==> src/common/irlink_pkg.sv <==
// Constants and types shared by the host serial port of the infrared link.
// Assumes a single 200 MHz system clock; every timing count derives from it.
package irlink_pkg;

    // -------------------------------------------------------------------
    // Clocks and bit timing
    // -------------------------------------------------------------------
    localparam int SYS_CLK_HZ = 200_000_000;
    localparam int SYS_CLK_PERIOD_NS = 1_000_000_000 / SYS_CLK_HZ;
    localparam int DEV_CLK_HZ = 7_372_800;
    localparam int DEV_CLK_DIV = 48;
    localparam int TICKS_PER_BIT = 16;
    localparam int TICK_HZ = DEV_CLK_HZ / DEV_CLK_DIV;
    localparam int BAUD_RATE = TICK_HZ / TICKS_PER_BIT;
    // A tick period rounds down to whole system cycles.
    localparam int TICK_CYCLES = SYS_CLK_HZ / TICK_HZ;
    localparam int DIV_W = 11;
    localparam logic [DIV_W-1:0] TICK_LAST = DIV_W'(TICK_CYCLES - 1);
    localparam logic [DIV_W-1:0] DIV_RESET = 11'h000;
    localparam logic [3:0] TICK_FINAL = 4'(TICKS_PER_BIT - 1);
    localparam logic [3:0] START_MID = 4'(TICKS_PER_BIT / 2 - 1);
    localparam int DATA_BITS = 8;
    localparam logic [2:0] LAST_BIT = 3'(DATA_BITS - 1);

    // -------------------------------------------------------------------
    // Start-up delays
    // -------------------------------------------------------------------
    localparam int CYCLES_PER_US = SYS_CLK_HZ / 1_000_000;
    localparam int PWRUP_DELAY_US = 72;
    localparam int PWRUP_CYCLES = PWRUP_DELAY_US * CYCLES_PER_US;
    localparam int OSC_STARTUP_US = 139;
    localparam int OSC_STARTUP_CYCLES = OSC_STARTUP_US * CYCLES_PER_US;
    localparam int DEVRST_NS = 100;
    localparam int DEVRST_CYCLES =
        (DEVRST_NS + SYS_CLK_PERIOD_NS - 1) / SYS_CLK_PERIOD_NS;
    localparam int SEQ_CNT_W = 20;

    // -------------------------------------------------------------------
    // Line levels and reset values
    // -------------------------------------------------------------------
    localparam logic LINE_IDLE = 1'h1;
    localparam logic LINE_START = 1'h0;
    localparam logic STATUS_INACTIVE_N = 1'h1;

    // -------------------------------------------------------------------
    // State types
    // -------------------------------------------------------------------
    typedef enum logic [1:0] {RX_IDLE, RX_START, RX_DATA, RX_STOP} rx_state_t;
    typedef enum logic [1:0] {TX_IDLE, TX_START, TX_DATA, TX_STOP} tx_state_t;
    typedef enum logic [2:0] {
        SEQ_PWRUP, SEQ_OSC, SEQ_HOLD, SEQ_DEVRST, SEQ_RUN
    } seq_state_t;

endpackage : irlink_pkg

==> src/core/two_entry_buffer.sv <==
// Two-word buffer with valid/ready on both sides.
// Assumes both sides run on i_sys_clk; ready on the fill side drops when full.
module two_entry_buffer #(
    parameter int WIDTH = 8
) (
    // Clock and reset
    input wire logic i_sys_clk,
    input wire logic i_rst,
    // Fill side
    input wire logic i_in_valid,
    output logic o_in_ready,
    input wire logic [WIDTH-1:0] i_in_data,
    // Drain side
    output logic o_out_valid,
    input wire logic i_out_ready,
    output logic [WIDTH-1:0] o_out_data
);

    typedef struct packed {
        logic [1:0][WIDTH-1:0] mem;
        logic wr;
        logic rd;
        logic [1:0] cnt;
    } buf_state_t;

    buf_state_t st;
    buf_state_t next_st;
    logic push;
    logic pop;

    assign o_in_ready = (st.cnt != 2'h2);
    assign o_out_valid = (st.cnt != 2'h0);
    assign o_out_data = st.mem[st.rd];
    assign push = i_in_valid && o_in_ready;
    assign pop = o_out_valid && i_out_ready;

    always_comb begin
        next_st = st;
        if (push) begin
            next_st.mem[st.wr] = i_in_data;
            next_st.wr = ~st.wr;
        end
        if (pop) begin
            next_st.rd = ~st.rd;
        end
        case ({push, pop})
            2'b10: next_st.cnt = st.cnt + 2'h1;
            2'b01: next_st.cnt = st.cnt - 2'h1;
            default: next_st.cnt = st.cnt;
        endcase
    end

    always_ff @(posedge i_sys_clk) begin
        if (i_rst) begin
            st <= '0;
        end else begin
            st <= next_st;
        end
    end
endmodule : two_entry_buffer

==> src/core/startup_sequencer.sv <==
// Power-up delays and release from the active-low device reset.
// Assumes i_reset_n is synchronous to i_sys_clk.
module startup_sequencer #(
    parameter int PWRUP_CYCLES = irlink_pkg::PWRUP_CYCLES,
    parameter int OSC_CYCLES = irlink_pkg::OSC_STARTUP_CYCLES
) (
    // Clock and reset
    input wire logic i_sys_clk,
    input wire logic i_rst,
    // Device reset pin and result
    input wire logic i_reset_n,
    output logic o_operational
);

    typedef struct packed {
        irlink_pkg::seq_state_t state;
        logic [irlink_pkg::SEQ_CNT_W-1:0] cnt;
    } seq_t;

    localparam logic [irlink_pkg::SEQ_CNT_W-1:0] PWRUP_LAST =
        irlink_pkg::SEQ_CNT_W'(PWRUP_CYCLES - 1);
    localparam logic [irlink_pkg::SEQ_CNT_W-1:0] OSC_LAST =
        irlink_pkg::SEQ_CNT_W'(OSC_CYCLES - 1);
    localparam logic [irlink_pkg::SEQ_CNT_W-1:0] DEVRST_LAST =
        irlink_pkg::SEQ_CNT_W'(irlink_pkg::DEVRST_CYCLES - 1);

    seq_t st;
    seq_t next_st;

    assign o_operational = (st.state == irlink_pkg::SEQ_RUN);

    always_comb begin
        next_st = st;
        next_st.cnt = st.cnt + 1'b1;
        case (st.state)
            irlink_pkg::SEQ_PWRUP: begin
                if (st.cnt == PWRUP_LAST) begin
                    next_st.state = irlink_pkg::SEQ_OSC;
                    next_st.cnt = '0;
                end
            end
            irlink_pkg::SEQ_OSC: begin
                if (st.cnt == OSC_LAST) begin
                    next_st.state = irlink_pkg::SEQ_HOLD;
                    next_st.cnt = '0;
                end
            end
            irlink_pkg::SEQ_HOLD: begin
                next_st.cnt = '0;
                if (i_reset_n) begin
                    next_st.state = irlink_pkg::SEQ_DEVRST;
                end
            end
            irlink_pkg::SEQ_DEVRST: begin
                if (!i_reset_n) begin
                    next_st.state = irlink_pkg::SEQ_HOLD;
                end else if (st.cnt == DEVRST_LAST) begin
                    next_st.state = irlink_pkg::SEQ_RUN;
                end
            end
            irlink_pkg::SEQ_RUN: begin
                next_st.cnt = '0;
                if (!i_reset_n) begin
                    next_st.state = irlink_pkg::SEQ_HOLD;
                end
            end
            default: begin
                next_st.state = irlink_pkg::SEQ_HOLD;
                next_st.cnt = '0;
            end
        endcase
    end

    always_ff @(posedge i_sys_clk) begin
        if (i_rst) begin
            st <= '{state: irlink_pkg::SEQ_PWRUP, cnt: '0};
        end else begin
            st <= next_st;
        end
    end

endmodule : startup_sequencer

==> src/core/host_uart_port.sv <==
// Host-side serial port of the infrared link controller.
// Assumes all pins are synchronous to i_sys_clk and the far side of the
// stream ports is on-chip logic of the link protocol.
//
// Summary of operation
// - Request-to-send and clear-to-send stay local, never sent to the remote.
// - Carrier-detect level goes to the remote; high no carrier, low carrier.
// - Serial data and carrier, ring, terminal-ready levels pass to the remote.
// - Device stays in reset while the active-low reset input is low.
// - After reset rises an internal sequence runs before normal operation.
// - Power-up delay then oscillator delay; no traffic before both end.
// - Every serial bit period but the received stop bit holds exactly sixteen bit ticks.
// - Start bit and eight data bits are timed by bit ticks.
// - Stop bit is tick-timed when sending, not when receiving.
// - Serial rate fixed at 9600 baud from a 7.3728 MHz device clock.
// - Half-duplex: never sending to and receiving from the host together.
// - Data-set-ready low with a valid link, high without one.
// - Clear-to-send high means stop sending, low means host may send.
// - Terminal-ready goes to the remote as its data-set-ready; low ready.
// - Ring-indicator goes to the remote; high no ring, low ring.
module host_uart_port #(
    parameter int PWRUP_CYCLES = irlink_pkg::PWRUP_CYCLES,
    parameter int OSC_CYCLES = irlink_pkg::OSC_STARTUP_CYCLES,
    parameter int TICK_CYCLES = irlink_pkg::TICK_CYCLES
) (
    // Clock and reset
    input wire logic i_sys_clk,
    input wire logic i_rst,
    input wire logic i_reset_n,
    // Host serial pins
    input wire logic i_host_tx,
    output logic o_host_rx,
    input wire logic i_rts_n,
    output logic o_cts_n,
    output logic o_dsr_n,
    input wire logic i_dtr_n,
    input wire logic i_cd_n,
    input wire logic i_ri_n,
    // Words from the host toward the link
    output logic o_up_valid,
    input wire logic i_up_ready,
    output logic [7:0] o_up_data,
    // Words from the link toward the host
    input wire logic i_down_valid,
    output logic o_down_ready,
    input wire logic [7:0] i_down_data,
    // Link status
    input wire logic i_link_up,
    output logic o_remote_cd_n,
    output logic o_remote_ri_n,
    output logic o_remote_dsr_n,
    output logic o_operational,
    output logic o_overrun
);

    // -------------------------------------------------------------------
    // State
    // -------------------------------------------------------------------
    typedef struct packed {
        logic [irlink_pkg::DIV_W-1:0] div;
        logic line_q;
        irlink_pkg::rx_state_t rx_state;
        logic [3:0] rx_tick;
        logic [2:0] rx_bit;
        logic [7:0] rx_shift;
        irlink_pkg::tx_state_t tx_state;
        logic [3:0] tx_tick;
        logic [2:0] tx_bit;
        logic [7:0] tx_shift;
        logic tx_line;
        logic dsr_n;
        logic cd_n;
        logic ri_n;
        logic dtr_n;
        logic overrun;
    } port_state_t;

    // Only a bench shortens the tick; the default keeps the fixed rate.
    localparam logic [irlink_pkg::DIV_W-1:0] TICK_LAST =
        irlink_pkg::DIV_W'(TICK_CYCLES - 1);

    port_state_t st;
    port_state_t next_st;
    logic tick;
    logic rx_push;
    logic buf_in_ready;
    logic run;

    startup_sequencer #(
        .PWRUP_CYCLES(PWRUP_CYCLES),
        .OSC_CYCLES(OSC_CYCLES)
    ) u_seq (
        .i_sys_clk(i_sys_clk),
        .i_rst(i_rst),
        .i_reset_n(i_reset_n),
        .o_operational(run)
    );

    // The stop bit of a host word is not waited out in ticks, so a word is
    // handed on as soon as the line is seen high again.
    two_entry_buffer #(
        .WIDTH(8)
    ) u_up_buf (
        .i_sys_clk(i_sys_clk),
        .i_rst(i_rst),
        .i_in_valid(rx_push),
        .o_in_ready(buf_in_ready),
        .i_in_data(st.rx_shift),
        .o_out_valid(o_up_valid),
        .i_out_ready(i_up_ready),
        .o_out_data(o_up_data)
    );

    // -------------------------------------------------------------------
    // Outputs
    // -------------------------------------------------------------------
    assign tick = (st.div == TICK_LAST);
    assign rx_push = (st.rx_state == irlink_pkg::RX_STOP) && st.line_q;
    // Transmission starts on a tick so the start bit gets all sixteen ticks.
    // A host start bit seen at the same tick wins, so both never start.
    assign o_down_ready = run && tick && !i_rts_n
        && (st.tx_state == irlink_pkg::TX_IDLE)
        && (st.rx_state == irlink_pkg::RX_IDLE)
        && (st.line_q == irlink_pkg::LINE_IDLE);
    // Held high while sending to the host so the line stays half-duplex.
    assign o_cts_n = !(run && buf_in_ready
        && (st.tx_state == irlink_pkg::TX_IDLE));
    assign o_host_rx = st.tx_line;
    assign o_dsr_n = st.dsr_n;
    assign o_remote_cd_n = st.cd_n;
    assign o_remote_ri_n = st.ri_n;
    assign o_remote_dsr_n = st.dtr_n;
    assign o_operational = run;
    assign o_overrun = st.overrun;

    // -------------------------------------------------------------------
    // Next state
    // -------------------------------------------------------------------
    always_comb begin
        next_st = st;
        next_st.div = tick ? irlink_pkg::DIV_RESET : st.div + 1'b1;
        next_st.line_q = i_host_tx;
        next_st.overrun = rx_push && !buf_in_ready;
        // Modem lines toward the remote and the host's DSR; inactive until running.
        next_st.dsr_n = run ? !i_link_up : irlink_pkg::STATUS_INACTIVE_N;
        next_st.cd_n = run ? i_cd_n : irlink_pkg::STATUS_INACTIVE_N;
        next_st.ri_n = run ? i_ri_n : irlink_pkg::STATUS_INACTIVE_N;
        next_st.dtr_n = run ? i_dtr_n : irlink_pkg::STATUS_INACTIVE_N;

        // Receive from the host.
        case (st.rx_state)
            irlink_pkg::RX_IDLE: begin
                next_st.rx_tick = '0;
                if (run && tick && st.line_q == irlink_pkg::LINE_START
                    && st.tx_state == irlink_pkg::TX_IDLE) begin
                    next_st.rx_state = irlink_pkg::RX_START;
                end
            end
            irlink_pkg::RX_START: begin
                if (tick) begin
                    next_st.rx_tick = st.rx_tick + 1'b1;
                    if (st.rx_tick == irlink_pkg::START_MID) begin
                        next_st.rx_tick = '0;
                        next_st.rx_bit = '0;
                        next_st.rx_state =
                            (st.line_q == irlink_pkg::LINE_START) ?
                            irlink_pkg::RX_DATA : irlink_pkg::RX_IDLE;
                    end
                end
            end
            irlink_pkg::RX_DATA: begin
                if (tick) begin
                    next_st.rx_tick = st.rx_tick + 1'b1;
                    if (st.rx_tick == irlink_pkg::TICK_FINAL) begin
                        next_st.rx_shift = {st.line_q, st.rx_shift[7:1]};
                        next_st.rx_bit = st.rx_bit + 1'b1;
                        if (st.rx_bit == irlink_pkg::LAST_BIT) begin
                            next_st.rx_state = irlink_pkg::RX_STOP;
                        end
                    end
                end
            end
            irlink_pkg::RX_STOP: begin
                if (st.line_q) begin
                    next_st.rx_state = irlink_pkg::RX_IDLE;
                end
            end
            default: next_st.rx_state = irlink_pkg::RX_IDLE;
        endcase

        // Transmit to the host.
        case (st.tx_state)
            irlink_pkg::TX_IDLE: begin
                next_st.tx_tick = '0;
                next_st.tx_line = irlink_pkg::LINE_IDLE;
                if (i_down_valid && o_down_ready) begin
                    next_st.tx_shift = i_down_data;
                    next_st.tx_line = irlink_pkg::LINE_START;
                    next_st.tx_state = irlink_pkg::TX_START;
                end
            end
            irlink_pkg::TX_START: begin
                if (tick) begin
                    next_st.tx_tick = st.tx_tick + 1'b1;
                    if (st.tx_tick == irlink_pkg::TICK_FINAL) begin
                        next_st.tx_line = st.tx_shift[0];
                        next_st.tx_bit = '0;
                        next_st.tx_state = irlink_pkg::TX_DATA;
                    end
                end
            end
            irlink_pkg::TX_DATA: begin
                if (tick) begin
                    next_st.tx_tick = st.tx_tick + 1'b1;
                    if (st.tx_tick == irlink_pkg::TICK_FINAL) begin
                        next_st.tx_bit = st.tx_bit + 1'b1;
                        next_st.tx_shift = {1'b0, st.tx_shift[7:1]};
                        next_st.tx_line = st.tx_shift[1];
                        if (st.tx_bit == irlink_pkg::LAST_BIT) begin
                            next_st.tx_line = irlink_pkg::LINE_IDLE;
                            next_st.tx_state = irlink_pkg::TX_STOP;
                        end
                    end
                end
            end
            irlink_pkg::TX_STOP: begin
                if (tick) begin
                    next_st.tx_tick = st.tx_tick + 1'b1;
                    if (st.tx_tick == irlink_pkg::TICK_FINAL) begin
                        next_st.tx_state = irlink_pkg::TX_IDLE;
                    end
                end
            end
            default: next_st.tx_state = irlink_pkg::TX_IDLE;
        endcase

        // A device reset drops any character in flight.
        if (!run) begin
            next_st.rx_state = irlink_pkg::RX_IDLE;
            next_st.tx_state = irlink_pkg::TX_IDLE;
            next_st.tx_line = irlink_pkg::LINE_IDLE;
        end
    end

    always_ff @(posedge i_sys_clk) begin
        if (i_rst) begin
            st <= '{
                div: irlink_pkg::DIV_RESET,
                line_q: irlink_pkg::LINE_IDLE,
                rx_state: irlink_pkg::RX_IDLE,
                tx_state: irlink_pkg::TX_IDLE,
                tx_line: irlink_pkg::LINE_IDLE,
                dsr_n: irlink_pkg::STATUS_INACTIVE_N,
                cd_n: irlink_pkg::STATUS_INACTIVE_N,
                ri_n: irlink_pkg::STATUS_INACTIVE_N,
                dtr_n: irlink_pkg::STATUS_INACTIVE_N,
                default: '0
            };
        end else begin
            st <= next_st;
        end
    end

    logic [irlink_pkg::DIV_W-1:0] gap;
    logic seen_tick;
    always_ff @(posedge i_sys_clk) begin
        if (i_rst) begin
            gap <= '0;
            seen_tick <= 1'b0;
        end else begin
            gap <= tick ? '0 : gap + 1'b1;
            seen_tick <= seen_tick | tick;
        end
    end
endmodule : host_uart_port

==> config.mk <==
export PLATFORM = sky130hd
export DESIGN_NAME = host_uart_port
export DESIGN_NICKNAME = d
export VERILOG_FILES = /design/src/common/irlink_pkg.sv /design/src/core/two_entry_buffer.sv /design/src/core/startup_sequencer.sv /design/src/core/host_uart_port.sv
export SDC_FILE = /design/constraint.sdc
export NUM_CORES = 1
export LEC_CHECK = 0
export CORE_UTILIZATION = 40
export DETAILED_ROUTE_END_ITERATION = 10
export DONT_BUFFER_PORTS = 1
export PLACE_DENSITY = 0.54
export SLEW_MARGIN = 10
export SYNTH_ARGS = -nofsm -noshare
export SYNTH_HDL_FRONTEND = slang
export SYNTH_SLANG_ARGS = --single-unit
export TNS_END_PERCENT = 50
==> constraint.sdc <==
create_clock -name i_sys_clk -period 4.9 [get_ports i_sys_clk]
set_input_delay 0.735 -clock i_sys_clk [delete_from_list [all_inputs] [get_ports i_sys_clk]]
set_output_delay 0.735 -clock i_sys_clk [all_outputs]
set_load 0.02 [all_outputs]
Word-level counts from Yosys, hierarchy flattened --
Index checks and enable logic that the tools add are counted. Widths: inputs -> output; s select.
Storage, ports and cells: word-level logic and storage cells 165, bits in latches 0, bits in registers 95, memories 0, bits in read-only memories 0, RAM bits 0, input bits 19
Cells by class: $lt $le $gt $ge 3, equal/unequal tests 42, bitwise gates (word level) 4, reduce and logical (&&, ||, !) cells 41, divide/modulo/power cells 0, $mul 0, shifts and indexed selects 0, $add $sub $neg 8, muxes and demuxes 44
Operators by type and width (count):
- $pmux 20 s3 | 1
- $mux 23 | 2
- $mux 9 | 4
- $ne 2x2->1 const B | 16
- $mux 8 | 3
- $pmux 6 s4 | 1
- $add 20x1->20 const B | 1
- $eq 20x14->1 const B | 1
- $eq 20x15->1 const B | 1
- $eq 20x5->1 const B | 1
- $mux 2 | 10
- $reduce_and 5->1 | 4
- $mux 18 | 1
- $mux 17 | 1
- $bwmux 16 | 1
- $pmux 8 s2 | 1
- $logic_and 1x1->1 | 15
- $mux 3 | 5
- $pmux 3 s5 | 1
- $mux 12 | 1
- $pmux 3 s2 | 2
- $pmux 4 s3 | 1
- $add 11x1->11 const B | 1
- $eq 11x11->1 const B | 1
- 33 further kinds | 66

Longest topological paths before layout --
Gate-level depths: netlist of run 1.
word-level depth 9, mapped depth 9

By module --
From an unflattened synthesis of run 1, not the netlist that was laid out.
Second synthesis, totals: cell total of the unflattened synthesis 519, area total of the unflattened synthesis 4792.1 um2
Modules (own cells, without submodules):
- host_uart_port | cells an instance 296, instances 1, area an instance 2652.5 um2, sequential area each 1041.0 um2
- startup_sequencer | cells an instance 133, instances 1, area an instance 1181.1 um2, sequential area each 460.4 um2
- two_entry_buffer | cells an instance 90, instances 1, area an instance 958.4 um2, sequential area each 400.4 um2

Worst setup path before layout of run 1 --
OpenSTA, ideal clock, no wires.
path type flip-flop to flip-flop, start point reg st[41] in the netlist's numbering, end point reg st[23] in the netlist's numbering, path buffers 1, arrival time 1956 ps, required time 4772 ps, clock period less this slack 2083 ps, library setup time 128 ps, cell stages (with the launch flop) 8, setup slack 2817 ps, cells stage by stage dfxtp_1 ha_1 nand4b_1 or3_4 buf_6 nor3_4 mux2i_1 nor2_1
On the way: cells in the longest elaborated chain, start to end 2
RTL lines:
- start, declared | RTL line host_uart_port.sv:82 | port_state_t st;
- start signal, assigned | RTL line host_uart_port.sv:247 | st <= '{
- start signal, assigned | RTL line host_uart_port.sv:260 | st <= next_st;
- $eq 11x11->1 | RTL line host_uart_port.sv:117 | assign tick = (st.div == TICK_LAST);
- $reduce_and 3->1 (no line)
No other way between the ends. A chain may end at the register's enable or synchronous reset.

Worst setup path in the final report of run 1 --
start point reg st[22] in the netlist's numbering, end point out o_down_ready
On the way: cells in the longest elaborated chain, start to end 4
RTL lines:
- $logic_not 2->1 | RTL line host_uart_port.sv:122 | && (st.tx_state == irlink_pkg::TX_IDLE)
- $logic_and 1x1->1 | RTL line host_uart_port.sv:122
- $logic_and 1x1->1 | RTL line host_uart_port.sv:123 | && (st.rx_state == irlink_pkg::RX_IDLE)
- $logic_and 1x1->1 | RTL line host_uart_port.sv:124 | && (st.line_q == irlink_pkg::LINE_IDLE);
- end, declared | RTL line host_uart_port.sv:45 | output logic o_down_ready,
No other way between the ends.

==> flow_summary.html, run 1 <==
<table>
<tr><th>Metric</th><th>Value</th></tr>
<tr><th colspan="2">Yosys</th></tr>
<tr><td>Yosys Warn Count</td><td>0</td></tr>
<tr><td>Mapped Cells</td><td>496</td></tr>
<tr><td>Syn Nets</td><td>534</td></tr>
<tr><td>Synth Register Bits</td><td>95</td></tr>
<tr><td>Seq/Total Area, Yosys</td><td>42.1%</td></tr>
<tr><td>Post-synthesis instance area</td><td>4520 um2</td></tr>
<tr><td>Number of enable-type register cells in the synthesized netlist</td><td>0</td></tr>
<tr><td>Mean area per synthesized cell</td><td>9.10 um2</td></tr>
<tr><td>Asr flop ratio synth</td><td>0%</td></tr>
<tr><td>Commonest register cell after synthesis</td><td>sky130_fd_sc_hd__dfxtp_1</td></tr>
<tr><td>Number of distinct library cells after synthesis</td><td>56</td></tr>
<tr><th colspan="2">Floorplan</th></tr>
<tr><td>Placeable Area</td><td>10900 um2</td></tr>
<tr><td>Num ports</td><td>37</td></tr>
<tr><td>Initial Utilization</td><td>41.3%</td></tr>
<tr><td>Die Area</td><td>11700 um2</td></tr>
<tr><td>Std-Cell Rows</td><td>38</td></tr>
<tr><td>Die span in y</td><td>108 um</td></tr>
<tr><td>Die X-Extent</td><td>108 um</td></tr>
<tr><th colspan="2">Cells and area</th></tr>
<tr><td>Area used by multi-input combinational logic</td><td>2490 um2</td></tr>
<tr><td>Design area</td><td>4910 um2</td></tr>
<tr><td>Final cell count without fillers</td><td>632</td></tr>
<tr><td>Commonest non-fill, non-tap cell in the layout</td><td>sky130_fd_sc_hd__nor2_1</td></tr>
<tr><td>Fraction of final layout cells sized beyond drive strength 1</td><td>8.13%</td></tr>
<tr><td>Fillers</td><td>1074</td></tr>
<tr><td>Highest-count cells in the layout ignoring fill and taps</td><td>97 x sky130_fd_sc_hd__nor2_1, 95 x sky130_fd_sc_hd__dfxtp_1, 26 x sky130_fd_sc_hd__mux2i_1, 25 x sky130_fd_sc_hd__nand2_1, 24 x sky130_fd_sc_hd__nand3_1</td></tr>
<tr><td>Total number of nets in the final design</td><td>525</td></tr>
<tr><td>Flip-flop and latch area</td><td>1900 um2</td></tr>
<tr><td>Area added between synthesis and finish</td><td>8.84%</td></tr>
<tr><td>Antenna diode count</td><td>0</td></tr>
<tr><th colspan="2">Placed design</th></tr>
<tr><td>Placed cell count</td><td>616</td></tr>
<tr><td>Placed cell area</td><td>4600 um2</td></tr>
<tr><td>Final weighted congestion of routability-driven global placement</td><td>0.768</td></tr>
<tr><td>Number of port buffers</td><td>0</td></tr>
<tr><td>Final HPWL DP</td><td>6030 um</td></tr>
<tr><th colspan="2">Worst setup path</th></tr>
<tr><td>Data arrival, critical path</td><td>2.05 ns</td></tr>
<tr><td>Critical Path End Type</td><td>primary output</td></tr>
<tr><td>Setup slack, reg-to-reg</td><td>2.36 ns</td></tr>
<tr><td>Category of the most critical setup path</td><td>reg -&gt; out</td></tr>
<tr><td>Worst R2R End</td><td>st[11]</td></tr>
<tr><td>Required time at the endpoint of the critical path</td><td>4.16 ns</td></tr>
<tr><td>Cell depth of the worst flop-to-flop path</td><td>8</td></tr>
<tr><td>Critical path startpoint category</td><td>flip-flop</td></tr>
<tr><td>Worst reg2reg startpoint</td><td>st[22]</td></tr>
<tr><td>Top fanout value on the critical path</td><td>11</td></tr>
<tr><th colspan="2">STA</th></tr>
<tr><td>Total setup violations reported at the end of the flow</td><td>0</td></tr>
<tr><td>Worst hold-check slack</td><td>0.439 ns</td></tr>
<tr><td>Transition time at the pin with the least slew margin</td><td>0.977 ns</td></tr>
<tr><td>Total negative slack for setup checks</td><td>0 ns</td></tr>
<tr><td>Final cycle utilization of the critical path</td><td>56.9%</td></tr>
<tr><td>Final period demand of the worst path</td><td>2.79 ns</td></tr>
<tr><td>Remaining max-slew budget at the tightest pin</td><td>34.6%</td></tr>
<tr><td>Final Max Tran Viols</td><td>0</td></tr>
<tr><td>Highest clock frequency the design can meet</td><td>0.359 GHz</td></tr>
<tr><td>Clock skew after layout</td><td>0.00540 ns</td></tr>
<tr><td>Fin. Hold Viols</td><td>0</td></tr>
<tr><td>Setup repair after global routing missed its margin</td><td>no</td></tr>
<tr><th colspan="2">GRT</th></tr>
<tr><td>Initial antenna violation count</td><td>0</td></tr>
<tr><td>First-pass GRT wire length</td><td>14900 um</td></tr>
<tr><td>Pin count of the biggest net entering global routing</td><td>61</td></tr>
<tr><td>Total routing usage reported by global routing</td><td>16.2%</td></tr>
<tr><td>Vias in the first global route</td><td>3191</td></tr>
<tr><td>Remaining Overflow, GRT</td><td>0</td></tr>
<tr><th colspan="2">Routing</th></tr>
<tr><td>Routed wire length</td><td>8630 um</td></tr>
<tr><td>Via-per-instance ratio</td><td>5.24</td></tr>
<tr><td>Count of routing violations after the opening detailed-route iteration</td><td>149</td></tr>
<tr><td>Total via count in the routed design</td><td>3310</td></tr>
<tr><td>ANT nets after route</td><td>0</td></tr>
<tr><td>Number of optimization iterations in the first detailed-route pass</td><td>4</td></tr>
<tr><td>Drt wl/cell</td><td>13.7 um</td></tr>
<tr><td>Residual DRC</td><td>0</td></tr>
<tr><th colspan="2">Min path</th></tr>
<tr><td>Worst hold path depth</td><td>1</td></tr>
<tr><td>Worst hold path startpoint</td><td>u_seq.st[0]</td></tr>
<tr><td>Worst min-delay path endpoint</td><td>u_seq.st[0]</td></tr>
<tr><td>Min-delay worst type</td><td>reg -&gt; reg</td></tr>
<tr><th colspan="2">Power</th></tr>
<tr><td>Leakage power</td><td>1.81 nW</td></tr>
<tr><td>Power per standard cell area</td><td>339 nW/um2</td></tr>
<tr><td>Post-layout power</td><td>0.00167 W</td></tr>
<tr><td>Worst IR Drop VDD</td><td>0.000241 V</td></tr>
<tr><th colspan="2">Clock network</th></tr>
<tr><td>Clock slew at the register clock pins of the worst setup and hold paths</td><td>0.06 ns</td></tr>
<tr><td>Number of hold-repair buffers added at the cts stage</td><td>0</td></tr>
<tr><td>Worst-case clock buffer depth</td><td>2</td></tr>
<tr><td>Clock Root Buffer</td><td>sky130_fd_sc_hd__clkbuf_16</td></tr>
<tr><td>Clock sink count</td><td>95</td></tr>
<tr><td>Post-CTS resize count</td><td>0</td></tr>
<tr><td>CTS tree</td><td>done</td></tr>
<tr><td>Buffer count from post-CTS setup fixing</td><td>0</td></tr>
<tr><td>H-Tree Depth</td><td>3</td></tr>
<tr><td>Clock buffer count from CTS</td><td>9</td></tr>
<tr><td>Insertion delay of the later-clocked pin in the worst-skew pair</td><td>0.34 ns</td></tr>
<tr><th colspan="2">Status</th></tr>
<tr><td>Status</td><td>complete, no violations</td></tr>
<tr><th colspan="2">Run</th></tr>
<tr><td>Max capacitance violation total</td><td>0</td></tr>
</table>
## how the worst max path moves through the flow
stage,start,cells after the start,to
global placement,st[21],8,st[7]
global route,st[22],5,o_down_ready
CTS,st[22],5,o_down_ready
detailed placement,st[22],8,st[11]
floorplan,st[41],7,st[23]
finish,st[22],5,o_down_ready
## metal layers
metal,up-vias,routed length [um],global-route usage [%]
li1,1719,-,-
met1,1548,4230,20.5
met2,37,3930,26.0
met3,6,367,5.49
met4,0,94,5.31
met5,-,0,0
## power by group
part           switching, W  internal, W
Combinational     0.0000765    0.0000518
Sequential        0.0000266     0.000791
Clock              0.000287     0.000436
## state kept, by name, summed over array words and instances (netlist names)
| signal | flops |
|---|---|
| o_dsr_n | 1 |
| o_remote_dsr_n | 1 |
| o_host_rx | 1 |
| o_overrun | 1 |
| o_remote_ri_n | 1 |
| st | 46 |
| u_up_buf.st | 20 |
| u_seq.st | 23 |
| o_remote_cd_n | 1 |
## cell usage after synthesis, types with 4 or more instances
master,count,area (um2)
sky130_fd_sc_hd__mux2_2,8,90.1
sky130_fd_sc_hd__a21oi_1,17,85.1
sky130_fd_sc_hd__and4_1,4,35.0
sky130_fd_sc_hd__xor2_1,19,166
sky130_fd_sc_hd__mux2i_1,26,260
sky130_fd_sc_hd__nand2_1,25,93.8
sky130_fd_sc_hd__dfxtp_1,95,1900
sky130_fd_sc_hd__nor3b_1,4,30.0
sky130_fd_sc_hd__o21ai_0,10,50.1
sky130_fd_sc_hd__ha_1,19,238
sky130_fd_sc_hd__xnor2_1,12,105
sky130_fd_sc_hd__nor2b_1,5,31.3
sky130_fd_sc_hd__nand3_1,24,120
sky130_fd_sc_hd__a211oi_1,8,60.1
sky130_fd_sc_hd__inv_1,11,41.3
sky130_fd_sc_hd__and3_1,6,37.5
sky130_fd_sc_hd__a22oi_1,11,82.6
sky130_fd_sc_hd__clkbuf_1,18,67.6
sky130_fd_sc_hd__nor3_1,8,40.0
sky130_fd_sc_hd__or2_2,4,25.0
sky130_fd_sc_hd__nand4_1,9,56.3
sky130_fd_sc_hd__nor2_1,97,364
sky130_fd_sc_hd__or3_1,7,43.8
sky130_fd_sc_hd__and2_1,4,25.0
## metrics by stage
step                worst slack [ns]  utilization (%)
floorplan                       2.82                -
global placement                2.51             42.1
detailed placement              2.34             42.1
CTS                             2.09             44.9
global route                    1.91             44.9
finish                          2.11             44.9
## critical path, cell delays in order, from the launching register on
cell and delay, ns:
sky130_fd_sc_hd__dfxtp_1 0.35, sky130_fd_sc_hd__inv_1 0.11, sky130_fd_sc_hd__ha_1 0.43, sky130_fd_sc_hd__nand4bb_1 0.21, sky130_fd_sc_hd__nor3_1 0.29, sky130_fd_sc_hd__and2_1 0.32
## logic make-up (layout without fill, tap and decap cells)
group | count (synthesis) | count (layout) | synth area share [%]
adders and majority gates | 19 | 19 | 5.26
DFF | 95 | 95 | 42.1
buffers and inverters | 31 | 27 | 2.83
muxes | 34 | 34 | 7.76
AOI/OAI and AO/OA | 62 | 62 | 9.73
xor gates and xnor gates | 31 | 31 | 6.01
and+or+nand+nor | 224 | 224 | 26.3
## final cells by class
cell class / count / area share [%]
Clock buffer: 13 / 5.50
Clock inverter: 3 / 0.815
Inverter: 11 / 0.840
Multi-Input combinational cell: 370 / 50.6
Sequential cell: 95 / 38.7
Tap cell: 140 / 3.56
No activity file was read; power rests on OpenSTA's default activity.
==> inputs of run 2 (changes only) <==
--- a/config.mk
+++ b/config.mk
@@ -8,7 +8,7 @@
 export CORE_UTILIZATION = 40
 export DETAILED_ROUTE_END_ITERATION = 10
 export DONT_BUFFER_PORTS = 1
-export PLACE_DENSITY = 0.54
+export PLACE_DENSITY = 0.56
 export SLEW_MARGIN = 10
 export SYNTH_ARGS = -nofsm -noshare
 export SYNTH_HDL_FRONTEND = slang
==> constraint.sdc (replaced) <==
create_clock -name i_sys_clk -period 2.44 [get_ports i_sys_clk]
set_input_delay 0.366 -clock i_sys_clk [delete_from_list [all_inputs] [get_ports i_sys_clk]]
set_output_delay 0.366 -clock i_sys_clk [all_outputs]
set_load 0.02 [all_outputs]
==> run 2 against run 1 <==
  * Cell area barely moved
  * Clock skew barely moved
  * Largest power group unchanged
  * Combinational power rose by 110%
  * Via count rose by 1.9%
  * Clock power rose by 72%
  * Highest routed layer unchanged
  * Clock-buffer cell count fell by 2
  * Sequential power rose by 100%
  * Critical endpoint is now st[31]
  * Sequential share of layout area barely moved
  * Setup slack got worse by 1.8 ns
==> flow_summary.html, run 2 (synthesis results as in run 1) <==
<table>
<tr><th>Metric</th><th>Value</th></tr>
<tr><th colspan="2">Status</th></tr>
<tr><td>Status</td><td>complete, no violations</td></tr>
<tr><th colspan="2">Routing</th></tr>
<tr><td>Total via count in the routed design</td><td>3373 (+1.9%)</td></tr>
<tr><td>Number of optimization iterations in the first detailed-route pass</td><td>4 (unchanged)</td></tr>
<tr><td>Via-per-instance ratio</td><td>5.30 (+1.1%)</td></tr>
<tr><td>Count of routing violations after the opening detailed-route iteration</td><td>136 (-8.7%)</td></tr>
<tr><td>ANT nets after route</td><td>0 (unchanged)</td></tr>
<tr><td>Residual DRC</td><td>0 (unchanged)</td></tr>
<tr><td>Routed wire length</td><td>8820 um (+2.2%)</td></tr>
<tr><td>Drt wl/cell</td><td>13.8 um (+1.4%)</td></tr>
<tr><th colspan="2">Power</th></tr>
<tr><td>Power per standard cell area</td><td>642 nW/um2 (+89%)</td></tr>
<tr><td>Leakage power</td><td>1.82 nW (+0.65%)</td></tr>
<tr><td>Worst IR Drop VDD</td><td>0.000351 V (+46%)</td></tr>
<tr><td>Internal power</td><td>0.00240 W (+88%)</td></tr>
<tr><td>Power spent charging and discharging nets</td><td>0.000755 W (+94%)</td></tr>
<tr><td>Part of the total power dissipated in combinational logic</td><td>8.5% (+0.8 points)</td></tr>
<tr><td>Portion of total power attributed to the clock network</td><td>39.3% (-4.0 points)</td></tr>
<tr><td>Switching part of the total</td><td>23.9% (+0.57 points)</td></tr>
<tr><td>Sequential share of power</td><td>52.2% (+3.2 points)</td></tr>
<tr><th colspan="2">Run</th></tr>
<tr><td>Max capacitance violation total</td><td>0 (unchanged)</td></tr>
<tr><th colspan="2">Worst setup path</th></tr>
<tr><td>Library cell appearing most often on the critical path</td><td>sky130_fd_sc_hd__or3_4</td></tr>
<tr><td>Critical-path cell list</td><td>or2_1 &gt; or3_4 &gt; or3_4 &gt; nor4_2 &gt; mux2i_1 &gt; nor2_1</td></tr>
<tr><td>Worst reg2reg startpoint</td><td>st[47]</td></tr>
<tr><td>Biggest cell delay along the critical path</td><td>0.49 ns (+0.06 ns)</td></tr>
<tr><td>Worst R2R End</td><td>st[31]</td></tr>
<tr><td>Data arrival, critical path</td><td>2.42 ns (+0.37 ns)</td></tr>
<tr><td>Top delay family on crit path</td><td>simple AND/OR/NAND/NOR gates</td></tr>
<tr><td>Critical path startpoint category</td><td>flip-flop</td></tr>
<tr><td>Top fanout value on the critical path</td><td>13 (+2)</td></tr>
<tr><td>Library cell contributing the largest single delay on the critical path</td><td>sky130_fd_sc_hd__or3_4</td></tr>
<tr><td>Cell depth of the worst flop-to-flop path</td><td>6 (-2)</td></tr>
<tr><td>Category of the most critical setup path</td><td>reg -&gt; reg</td></tr>
<tr><td>Setup slack, reg-to-reg</td><td>0.30 ns (-2.06 ns)</td></tr>
<tr><td>Critical Path End Type</td><td>flip-flop</td></tr>
<tr><td>Required time at the endpoint of the critical path</td><td>2.72 ns (-1.44 ns)</td></tr>
<tr><td>CP Buf/Inv Count</td><td>0 (-1)</td></tr>
<tr><th colspan="2">Floorplan</th></tr>
<tr><td>Die span in y</td><td>108 um (unchanged)</td></tr>
<tr><td>Std-Cell Rows</td><td>38 (unchanged)</td></tr>
<tr><td>Placeable Area</td><td>10900 um2 (unchanged)</td></tr>
<tr><td>Die X-Extent</td><td>108 um (unchanged)</td></tr>
<tr><td>Initial Utilization</td><td>41.3% (unchanged)</td></tr>
<tr><td>Die Area</td><td>11700 um2 (unchanged)</td></tr>
<tr><td>Num ports</td><td>37 (unchanged)</td></tr>
<tr><th colspan="2">Cells and area</th></tr>
<tr><td>Antenna diode count</td><td>0 (unchanged)</td></tr>
<tr><td>Fraction of final layout cells sized beyond drive strength 1</td><td>9.05% (+0.92 points)</td></tr>
<tr><td>Total number of nets in the final design</td><td>533 (+1.5%)</td></tr>
<tr><td>Commonest non-fill, non-tap cell in the layout</td><td>sky130_fd_sc_hd__nor2_1</td></tr>
<tr><td>Area added between synthesis and finish</td><td>8.89% (about the same)</td></tr>
<tr><td>Highest-count cells in the layout ignoring fill and taps</td><td>97 x sky130_fd_sc_hd__nor2_1, 95 x sky130_fd_sc_hd__dfxtp_1, 26 x sky130_fd_sc_hd__mux2i_1, 25 x sky130_fd_sc_hd__nand2_1, 24 x sky130_fd_sc_hd__nand3_1</td></tr>
<tr><td>Fillers</td><td>1088 (+1.3%)</td></tr>
<tr><td>Flip-flop count of the largest register, all copies and words added</td><td>46 (unchanged)</td></tr>
<tr><td>Registers with the most flip-flops</td><td>st x46, u_seq.st x23, u_up_buf.st x20</td></tr>
<tr><td>Register name with the most flops</td><td>st</td></tr>
<tr><th colspan="2">STA</th></tr>
<tr><td>Total negative slack for setup checks</td><td>0 ns (unchanged)</td></tr>
<tr><td>Final worst setup slack</td><td>0.299 ns (-1.81 ns)</td></tr>
<tr><td>Total setup violations reported at the end of the flow</td><td>0 (unchanged)</td></tr>
<tr><td>Clock skew after layout</td><td>0.00520 ns (-0.000207 ns)</td></tr>
<tr><td>Final cycle utilization of the critical path</td><td>87.7%</td></tr>
<tr><td>Final period demand of the worst path</td><td>2.14 ns</td></tr>
<tr><td>Remaining max-slew budget at the tightest pin</td><td>55.4% (+21 points)</td></tr>
<tr><td>Transition time at the pin with the least slew margin</td><td>0.667 ns (-0.310 ns)</td></tr>
<tr><td>Highest clock frequency the design can meet</td><td>0.467 GHz</td></tr>
<tr><td>Final Max Tran Viols</td><td>0 (unchanged)</td></tr>
<tr><td>Setup repair after global routing missed its margin</td><td>no</td></tr>
<tr><td>Fin. Hold Viols</td><td>0 (unchanged)</td></tr>
<tr><th colspan="2">GRT</th></tr>
<tr><td>Remaining Overflow, GRT</td><td>0 (unchanged)</td></tr>
<tr><td>Initial antenna violation count</td><td>0 (unchanged)</td></tr>
<tr><td>First-pass GRT wire length</td><td>14800 um (-0.46%)</td></tr>
<tr><td>Vias in the first global route</td><td>3193 (+0.063%)</td></tr>
<tr><td>Total routing usage reported by global routing</td><td>16.3% (about the same)</td></tr>
<tr><td>Pin count of the biggest net entering global routing</td><td>61 (unchanged)</td></tr>
<tr><th colspan="2">Min path</th></tr>
<tr><td>Min-delay worst type</td><td>in -&gt; reg</td></tr>
<tr><td>Worst hold path startpoint</td><td>i_link_up</td></tr>
<tr><td>Worst hold path depth</td><td>1 (unchanged)</td></tr>
<tr><td>Worst min-delay path endpoint</td><td>o_dsr_n</td></tr>
<tr><th colspan="2">Clock network</th></tr>
<tr><td>H-Tree Depth</td><td>3 (unchanged)</td></tr>
<tr><td>Worst-case clock buffer depth</td><td>2 (unchanged)</td></tr>
<tr><td>Number of hold-repair buffers added at the cts stage</td><td>0 (unchanged)</td></tr>
<tr><td>CTS tree</td><td>done</td></tr>
<tr><td>Post-CTS resize count</td><td>0 (unchanged)</td></tr>
<tr><td>Clock Root Buffer</td><td>sky130_fd_sc_hd__clkbuf_16</td></tr>
<tr><td>Insertion delay of the later-clocked pin in the worst-skew pair</td><td>0.34 ns (about the same)</td></tr>
<tr><td>Buffer count from post-CTS setup fixing</td><td>0 (unchanged)</td></tr>
<tr><td>Clock buffer count from CTS</td><td>9 (unchanged)</td></tr>
<tr><td>Clock slew at the register clock pins of the worst setup and hold paths</td><td>0.06 ns (about the same)</td></tr>
<tr><td>Clock sink count</td><td>95 (unchanged)</td></tr>
<tr><th colspan="2">Placed design</th></tr>
<tr><td>Number of port buffers</td><td>0 (unchanged)</td></tr>
<tr><td>Final weighted congestion of routability-driven global placement</td><td>0.803 (+4.6%)</td></tr>
<tr><td>Post-Place Setup Slack</td><td>0.307 ns (-2.04 ns)</td></tr>
<tr><td>Final HPWL DP</td><td>6140 um (+1.7%)</td></tr>
</table>
## run 2: cell count changes in the layout (fill, tap and decap cells not counted), sizes merged
cell | previous run | this run
clkbuf | 13 | 11
bufinv | 1 | 0
buf | 0 | 8
## run 2: worst max path at each step
stage,startpoint,endpoint,slack [ns],depth (start not counted)
final,st[47],st[31],0.30,6
after global routing,st[21],st[11],0.11,9
after CTS,st[47],st[33],0.29,6
after detailed placement,st[47],st[33],0.31,6
after global placement,st[41],st[32],0.35,7
after floorplan,st[41],st[23],0.36,7
## run 2: layout make-up
class                   instances  area [um2]  area share [%]
multi-input cells             370        2490            50.6
clock buffers                  11         243            4.94
repair buffers                  8        60.1            1.22
flip-flops and latches         95        1900            38.7
inverters                      11        41.3           0.840
well taps                     140         175            3.56
clock inverters                 2        10.0           0.204
## run 2: metrics by stage
step	hold WS, ns	cell area, um2	utilization, %	power, W	std cells
final	0.0884	4920	45.0	0.00316	637
after global routing	0.0825	4920	45.0	0.00331	637
after CTS	0.0744	4920	45.0	0.00320	637
after detailed placement	0.433	4660	42.7	0.00195	624
after global placement	0.422	4660	42.7	0.00194	624
after floorplan	0.413	4520	-	0.00190	496
## run 2: worst register-to-register path: cells and delay by family (launching register included)
kind             cells  cell delay (ns)
muxes                1             0.12
DFF                  1             0.34
and+or+nand+nor      5             1.62
## run 2: routing by layer
metal	vias up	GRT usage (%)	part of all wire, %
li1	1728	-	-
met1	1600	21.0	49
met2	33	26.0	47
met3	12	2.89	2.4
met4	0	8.20	1.9
met5	-	0	0
## run 2: power by group through the flow
stage	logic, W	registers [W]	clock network (W)
after global placement	0.000267	0.00168	0
after CTS	0.000269	0.00164	0.00129
after global routing	0.000304	0.00165	0.00135
after detailed placement	0.000269	0.00168	0
after floorplan	0.000248	0.00165	0
final	0.000269	0.00165	0.00124
==> inputs of run 3 (changes only) <==
--- a/config.mk
+++ b/config.mk
@@ -5,6 +5,8 @@
 export SDC_FILE = /design/constraint.sdc
 export NUM_CORES = 1
 export LEC_CHECK = 0
+export ABC_AREA = 1
+export CORE_ASPECT_RATIO = 0.8
 export CORE_UTILIZATION = 40
 export DETAILED_ROUTE_END_ITERATION = 10
 export DONT_BUFFER_PORTS = 1
==> run 3 against run 2 <==
  * Sequential share of layout area shrank 2.6 points
  * Cell area is 7.2% higher
  * Combinational power rose by 36%
  * Non-clock buffer count fell by 4
  * Fmax is 4.4% higher
  * Sequential power barely moved
  * Critical path depth rose by 1
  * Setup slack improved by 0.091 ns
  * Clock skew grew 0.0047 ns
  * First-iteration DRC count up 65%
  * Clock-buffer cell count fell by 1
==> flow_summary.html, run 3 <==
<table>
<tr><th>Metric</th><th>Value</th></tr>
<tr><th colspan="2">Placed design</th></tr>
<tr><td>Post-Place Setup Slack</td><td>0.465 ns (+0.159 ns)</td></tr>
<tr><td>Final HPWL DP</td><td>7650 um (+25%)</td></tr>
<tr><td>Final weighted congestion of routability-driven global placement</td><td>0.824 (+2.6%)</td></tr>
<tr><td>Placed cell area</td><td>4960 um2 (+6.4%)</td></tr>
<tr><td>Number of port buffers</td><td>0 (unchanged)</td></tr>
<tr><th colspan="2">Cells and area</th></tr>
<tr><td>Fraction of final layout cells sized beyond drive strength 1</td><td>6.24% (-2.8 points)</td></tr>
<tr><td>Area added between synthesis and finish</td><td>9.43%</td></tr>
<tr><td>Commonest non-fill, non-tap cell in the layout</td><td>sky130_fd_sc_hd__nand2_1</td></tr>
<tr><td>Design area</td><td>5270 um2 (+7.2%)</td></tr>
<tr><td>Highest-count cells in the layout ignoring fill and taps</td><td>144 x sky130_fd_sc_hd__nand2_1, 135 x sky130_fd_sc_hd__nor2_1, 95 x sky130_fd_sc_hd__dfxtp_1, 94 x sky130_fd_sc_hd__inv_1, 52 x sky130_fd_sc_hd__o21ai_0</td></tr>
<tr><td>Flip-flop and latch area</td><td>1900 um2 (unchanged)</td></tr>
<tr><td>Total number of nets in the final design</td><td>754 (+41%)</td></tr>
<tr><td>Fillers</td><td>1187 (+9.1%)</td></tr>
<tr><td>Share of the core filled with cells</td><td>45.4% (+0.45 points)</td></tr>
<tr><td>Area used by multi-input combinational logic</td><td>2460 um2 (-1.0%)</td></tr>
<tr><td>Register name with the most flops</td><td>st</td></tr>
<tr><td>Flip-flop count of the largest register, all copies and words added</td><td>46 (unchanged)</td></tr>
<tr><td>Registers with the most flip-flops</td><td>st x46, u_seq.st x23, u_up_buf.st x20</td></tr>
<tr><th colspan="2">Yosys</th></tr>
<tr><td>Number of distinct library cells after synthesis</td><td>35 (-38%)</td></tr>
<tr><td>Post-synthesis instance area</td><td>4820 um2 (+6.7%)</td></tr>
<tr><td>Mapped Cells</td><td>716 (+44%)</td></tr>
<tr><td>Most frequent cells after synthesis</td><td>144 x sky130_fd_sc_hd__nand2_1, 135 x sky130_fd_sc_hd__nor2_1, 95 x sky130_fd_sc_hd__dfxtp_1</td></tr>
<tr><td>Asr flop ratio synth</td><td>0% (unchanged)</td></tr>
<tr><td>Mean area per synthesized cell</td><td>6.73 um2 (-26%)</td></tr>
<tr><td>Seq/Total Area, Yosys</td><td>39.5% (-2.6 points)</td></tr>
<tr><td>Synth Register Bits</td><td>95 (unchanged)</td></tr>
<tr><td>Synth area leaders</td><td>sky130_fd_sc_hd__dfxtp_1 39%, sky130_fd_sc_hd__nand2_1 11%, sky130_fd_sc_hd__nor2_1 11%</td></tr>
<tr><td>Synth area leader</td><td>sky130_fd_sc_hd__dfxtp_1</td></tr>
<tr><td>Commonest register cell after synthesis</td><td>sky130_fd_sc_hd__dfxtp_1</td></tr>
<tr><td>Yosys Warn Count</td><td>0 (unchanged)</td></tr>
<tr><td>Count leader, synth</td><td>sky130_fd_sc_hd__nand2_1</td></tr>
<tr><td>Number of enable-type register cells in the synthesized netlist</td><td>0 (unchanged)</td></tr>
<tr><td>Syn Nets</td><td>754 (+41%)</td></tr>
<tr><td>Area share of the leading cell type in the synthesized netlist</td><td>39.5% (-2.6 points)</td></tr>
<tr><th colspan="2">Routing</th></tr>
<tr><td>Number of optimization iterations in the first detailed-route pass</td><td>5 (+1)</td></tr>
<tr><td>Via-per-instance ratio</td><td>4.94 (-6.6%)</td></tr>
<tr><td>Routed wire length</td><td>10200 um (+15%)</td></tr>
<tr><td>Count of routing violations after the opening detailed-route iteration</td><td>225 (+65%)</td></tr>
<tr><td>Drt wl/cell</td><td>11.7 um (-16%)</td></tr>
<tr><td>Total via count in the routed design</td><td>4301 (+28%)</td></tr>
<tr><td>ANT nets after route</td><td>0 (unchanged)</td></tr>
<tr><td>Residual DRC</td><td>0 (unchanged)</td></tr>
<tr><th colspan="2">Worst setup path</th></tr>
<tr><td>Category of the most critical setup path</td><td>reg -&gt; out</td></tr>
<tr><td>Cell depth of the worst flop-to-flop path</td><td>10 (+4)</td></tr>
<tr><td>Critical-path cell list</td><td>ha_1 &gt; nand2_1 &gt; nor3_2 &gt; nand3_1 &gt; buf_4 &gt; nor3_1 &gt; buf_4</td></tr>
<tr><td>Data arrival, critical path</td><td>1.68 ns (-0.74 ns)</td></tr>
<tr><td>Worst reg2reg startpoint</td><td>st[21]</td></tr>
<tr><td>Library cell appearing most often on the critical path</td><td>sky130_fd_sc_hd__buf_4</td></tr>
<tr><td>Worst R2R End</td><td>st[22]</td></tr>
<tr><td>Library cell contributing the largest single delay on the critical path</td><td>sky130_fd_sc_hd__dfxtp_1</td></tr>
<tr><td>Top fanout value on the critical path</td><td>11 (-2)</td></tr>
<tr><td>Setup slack, reg-to-reg</td><td>0.47 ns (+0.17 ns)</td></tr>
<tr><td>Required time at the endpoint of the critical path</td><td>2.07 ns (-0.65 ns)</td></tr>
<tr><td>Critical Path End Type</td><td>primary output</td></tr>
<tr><td>Biggest cell delay along the critical path</td><td>0.39 ns (-0.10 ns)</td></tr>
<tr><td>Critical path startpoint category</td><td>flip-flop</td></tr>
<tr><th colspan="2">STA</th></tr>
<tr><td>Clock skew after layout</td><td>0.00993 ns (+0.00473 ns)</td></tr>
<tr><td>Remaining max-slew budget at the tightest pin</td><td>52.4% (-2.9 points)</td></tr>
<tr><td>Final cycle utilization of the critical path</td><td>84.0% (-3.7 points)</td></tr>
<tr><td>Fin. Hold Viols</td><td>0 (unchanged)</td></tr>
<tr><td>Highest clock frequency the design can meet</td><td>0.488 GHz (+4.4%)</td></tr>
<tr><td>Total negative slack for setup checks</td><td>0 ns (unchanged)</td></tr>
<tr><td>Total setup violations reported at the end of the flow</td><td>0 (unchanged)</td></tr>
<tr><td>Final period demand of the worst path</td><td>2.05 ns (-0.0911 ns)</td></tr>
<tr><td>Setup repair after global routing missed its margin</td><td>no</td></tr>
<tr><td>Transition time at the pin with the least slew margin</td><td>0.711 ns (+0.0436 ns)</td></tr>
<tr><td>Final Max Tran Viols</td><td>0 (unchanged)</td></tr>
<tr><td>Final worst setup slack</td><td>0.390 ns (+0.0911 ns)</td></tr>
<tr><th colspan="2">Clock network</th></tr>
<tr><td>Worst-case clock buffer depth</td><td>2 (unchanged)</td></tr>
<tr><td>CTS tree</td><td>done</td></tr>
<tr><td>Clock buffer count from CTS</td><td>9 (unchanged)</td></tr>
<tr><td>Post-CTS resize count</td><td>0 (unchanged)</td></tr>
<tr><td>Insertion delay of the later-clocked pin in the worst-skew pair</td><td>0.34 ns (about the same)</td></tr>
<tr><td>Clock slew at the register clock pins of the worst setup and hold paths</td><td>0.07 ns (about the same)</td></tr>
<tr><td>Clock sink count</td><td>95 (unchanged)</td></tr>
<tr><td>Number of hold-repair buffers added at the cts stage</td><td>0 (unchanged)</td></tr>
<tr><td>Clock Root Buffer</td><td>sky130_fd_sc_hd__clkbuf_16</td></tr>
<tr><td>H-Tree Depth</td><td>3 (unchanged)</td></tr>
<tr><td>Buffer count from post-CTS setup fixing</td><td>0 (unchanged)</td></tr>
<tr><th colspan="2">Floorplan</th></tr>
<tr><td>Die Area</td><td>12500 um2 (+6.5%)</td></tr>
<tr><td>Die X-Extent</td><td>125 um (+15%)</td></tr>
<tr><td>Die span in y</td><td>100 um (-7.5%)</td></tr>
<tr><td>Initial Utilization</td><td>41.5% (+0.21 points)</td></tr>
<tr><td>Num ports</td><td>37 (unchanged)</td></tr>
<tr><td>Placeable Area</td><td>11600 um2 (+6.1%)</td></tr>
<tr><td>Std-Cell Rows</td><td>35 (-7.9%)</td></tr>
<tr><th colspan="2">Power</th></tr>
<tr><td>Post-layout power</td><td>0.00345 W (+9.2%)</td></tr>
<tr><td>Worst IR Drop VDD</td><td>0.000484 V (+38%)</td></tr>
<tr><td>Power per standard cell area</td><td>654 nW/um2 (+1.9%)</td></tr>
<tr><td>Leakage power</td><td>2.26 nW (+24%)</td></tr>
<tr><th colspan="2">Min path</th></tr>
<tr><td>Worst hold path depth</td><td>1 (unchanged)</td></tr>
<tr><td>Min-delay worst type</td><td>in -&gt; reg</td></tr>
<tr><td>Worst hold path startpoint</td><td>i_rst</td></tr>
<tr><td>Worst min-delay path endpoint</td><td>st[32]</td></tr>
<tr><th colspan="2">GRT</th></tr>
<tr><td>First-pass GRT wire length</td><td>18000 um (+21%)</td></tr>
<tr><td>Initial antenna violation count</td><td>1 (+1)</td></tr>
<tr><td>Remaining Overflow, GRT</td><td>0 (unchanged)</td></tr>
<tr><td>Pin count of the biggest net entering global routing</td><td>40 (-34%)</td></tr>
<tr><td>Vias in the first global route</td><td>3872 (+21%)</td></tr>
<tr><td>Total routing usage reported by global routing</td><td>17.4% (+1.2 points)</td></tr>
<tr><th colspan="2">Run</th></tr>
<tr><td>Max capacitance violation total</td><td>0 (unchanged)</td></tr>
<tr><th colspan="2">Status</th></tr>
<tr><td>Status</td><td>complete, no violations</td></tr>
</table>
run 3: metrics by stage:
| stage | instances | hold WS [ns] |
|---|---|---|
| floorplan | 716 | 0.418 |
| detailed placement | 853 | 0.441 |
| global route | 870 | 0.0713 |
| CTS | 869 | 0.0774 |
| finish | 870 | 0.0912 |
| global placement | 853 | 0.433 |
run 3: worst max path at each step:
stage	startpoint	endpoint	slack, ns	depth (start not counted)
after floorplan	st[41]	o_down_ready	0.69	6
after global placement	st[21]	st[22]	0.54	10
after detailed placement	st[21]	st[20]	0.47	8
after CTS	st[41]	o_down_ready	0.37	7
after global routing	st[21]	st[20]	0.22	8
final	st[41]	o_down_ready	0.39	7
run 3: cell families (layout without fill, tap and decap cells):
group	count (synthesis)	count (layout)	synth area share, %
AO/OA/AOI/OAI	104	104	11.3
XOR/XNOR	9	9	1.64
adder cells (fa/ha/maj)	19	19	4.94
buffers and inverters	117	122	9.40
flip-flops	95	95	39.5
other	0	1	0
AND/OR/NAND/NOR	372	372	33.3
run 3: metal layers:
layer | global-route usage, % | share of wire [%]
met5 | 0 | 0
met4 | 2.97 | 0.70
met3 | 4.58 | 3.3
met2 | 26.9 | 42
met1 | 24.7 | 54
run 3: report_power, final:
| group | leakage, nW | total (W) | internal, W | switching, W |
|---|---|---|---|---|
| Combinational | 1.35 | 0.000367 | 0.000102 | 0.000266 |
| Clock | 0.145 | 0.00144 | 0.000827 | 0.000617 |
| Sequential | 0.767 | 0.00163 | 0.00159 | 0.0000480 |
run 3: critical path: cells and delay by family, from the launching register on:
kind | cells | cell delay (ns)
adder cells (fa/ha/maj) | 1 | 0.20
buffers and inverters | 2 | 0.37
flip-flops | 1 | 0.39
AND/OR/NAND/NOR | 4 | 0.39
run 3: cell type report:
cell class | instances | area share (%)
multi-input combinational | 504 | 46.7
clock buffer | 10 | 4.53
sequential | 95 | 36.1
inverter | 102 | 7.26
clock inverter | 6 | 1.28
timing repair buffer | 4 | 0.570
antenna | 1 | 0.0475
tap | 148 | 3.51
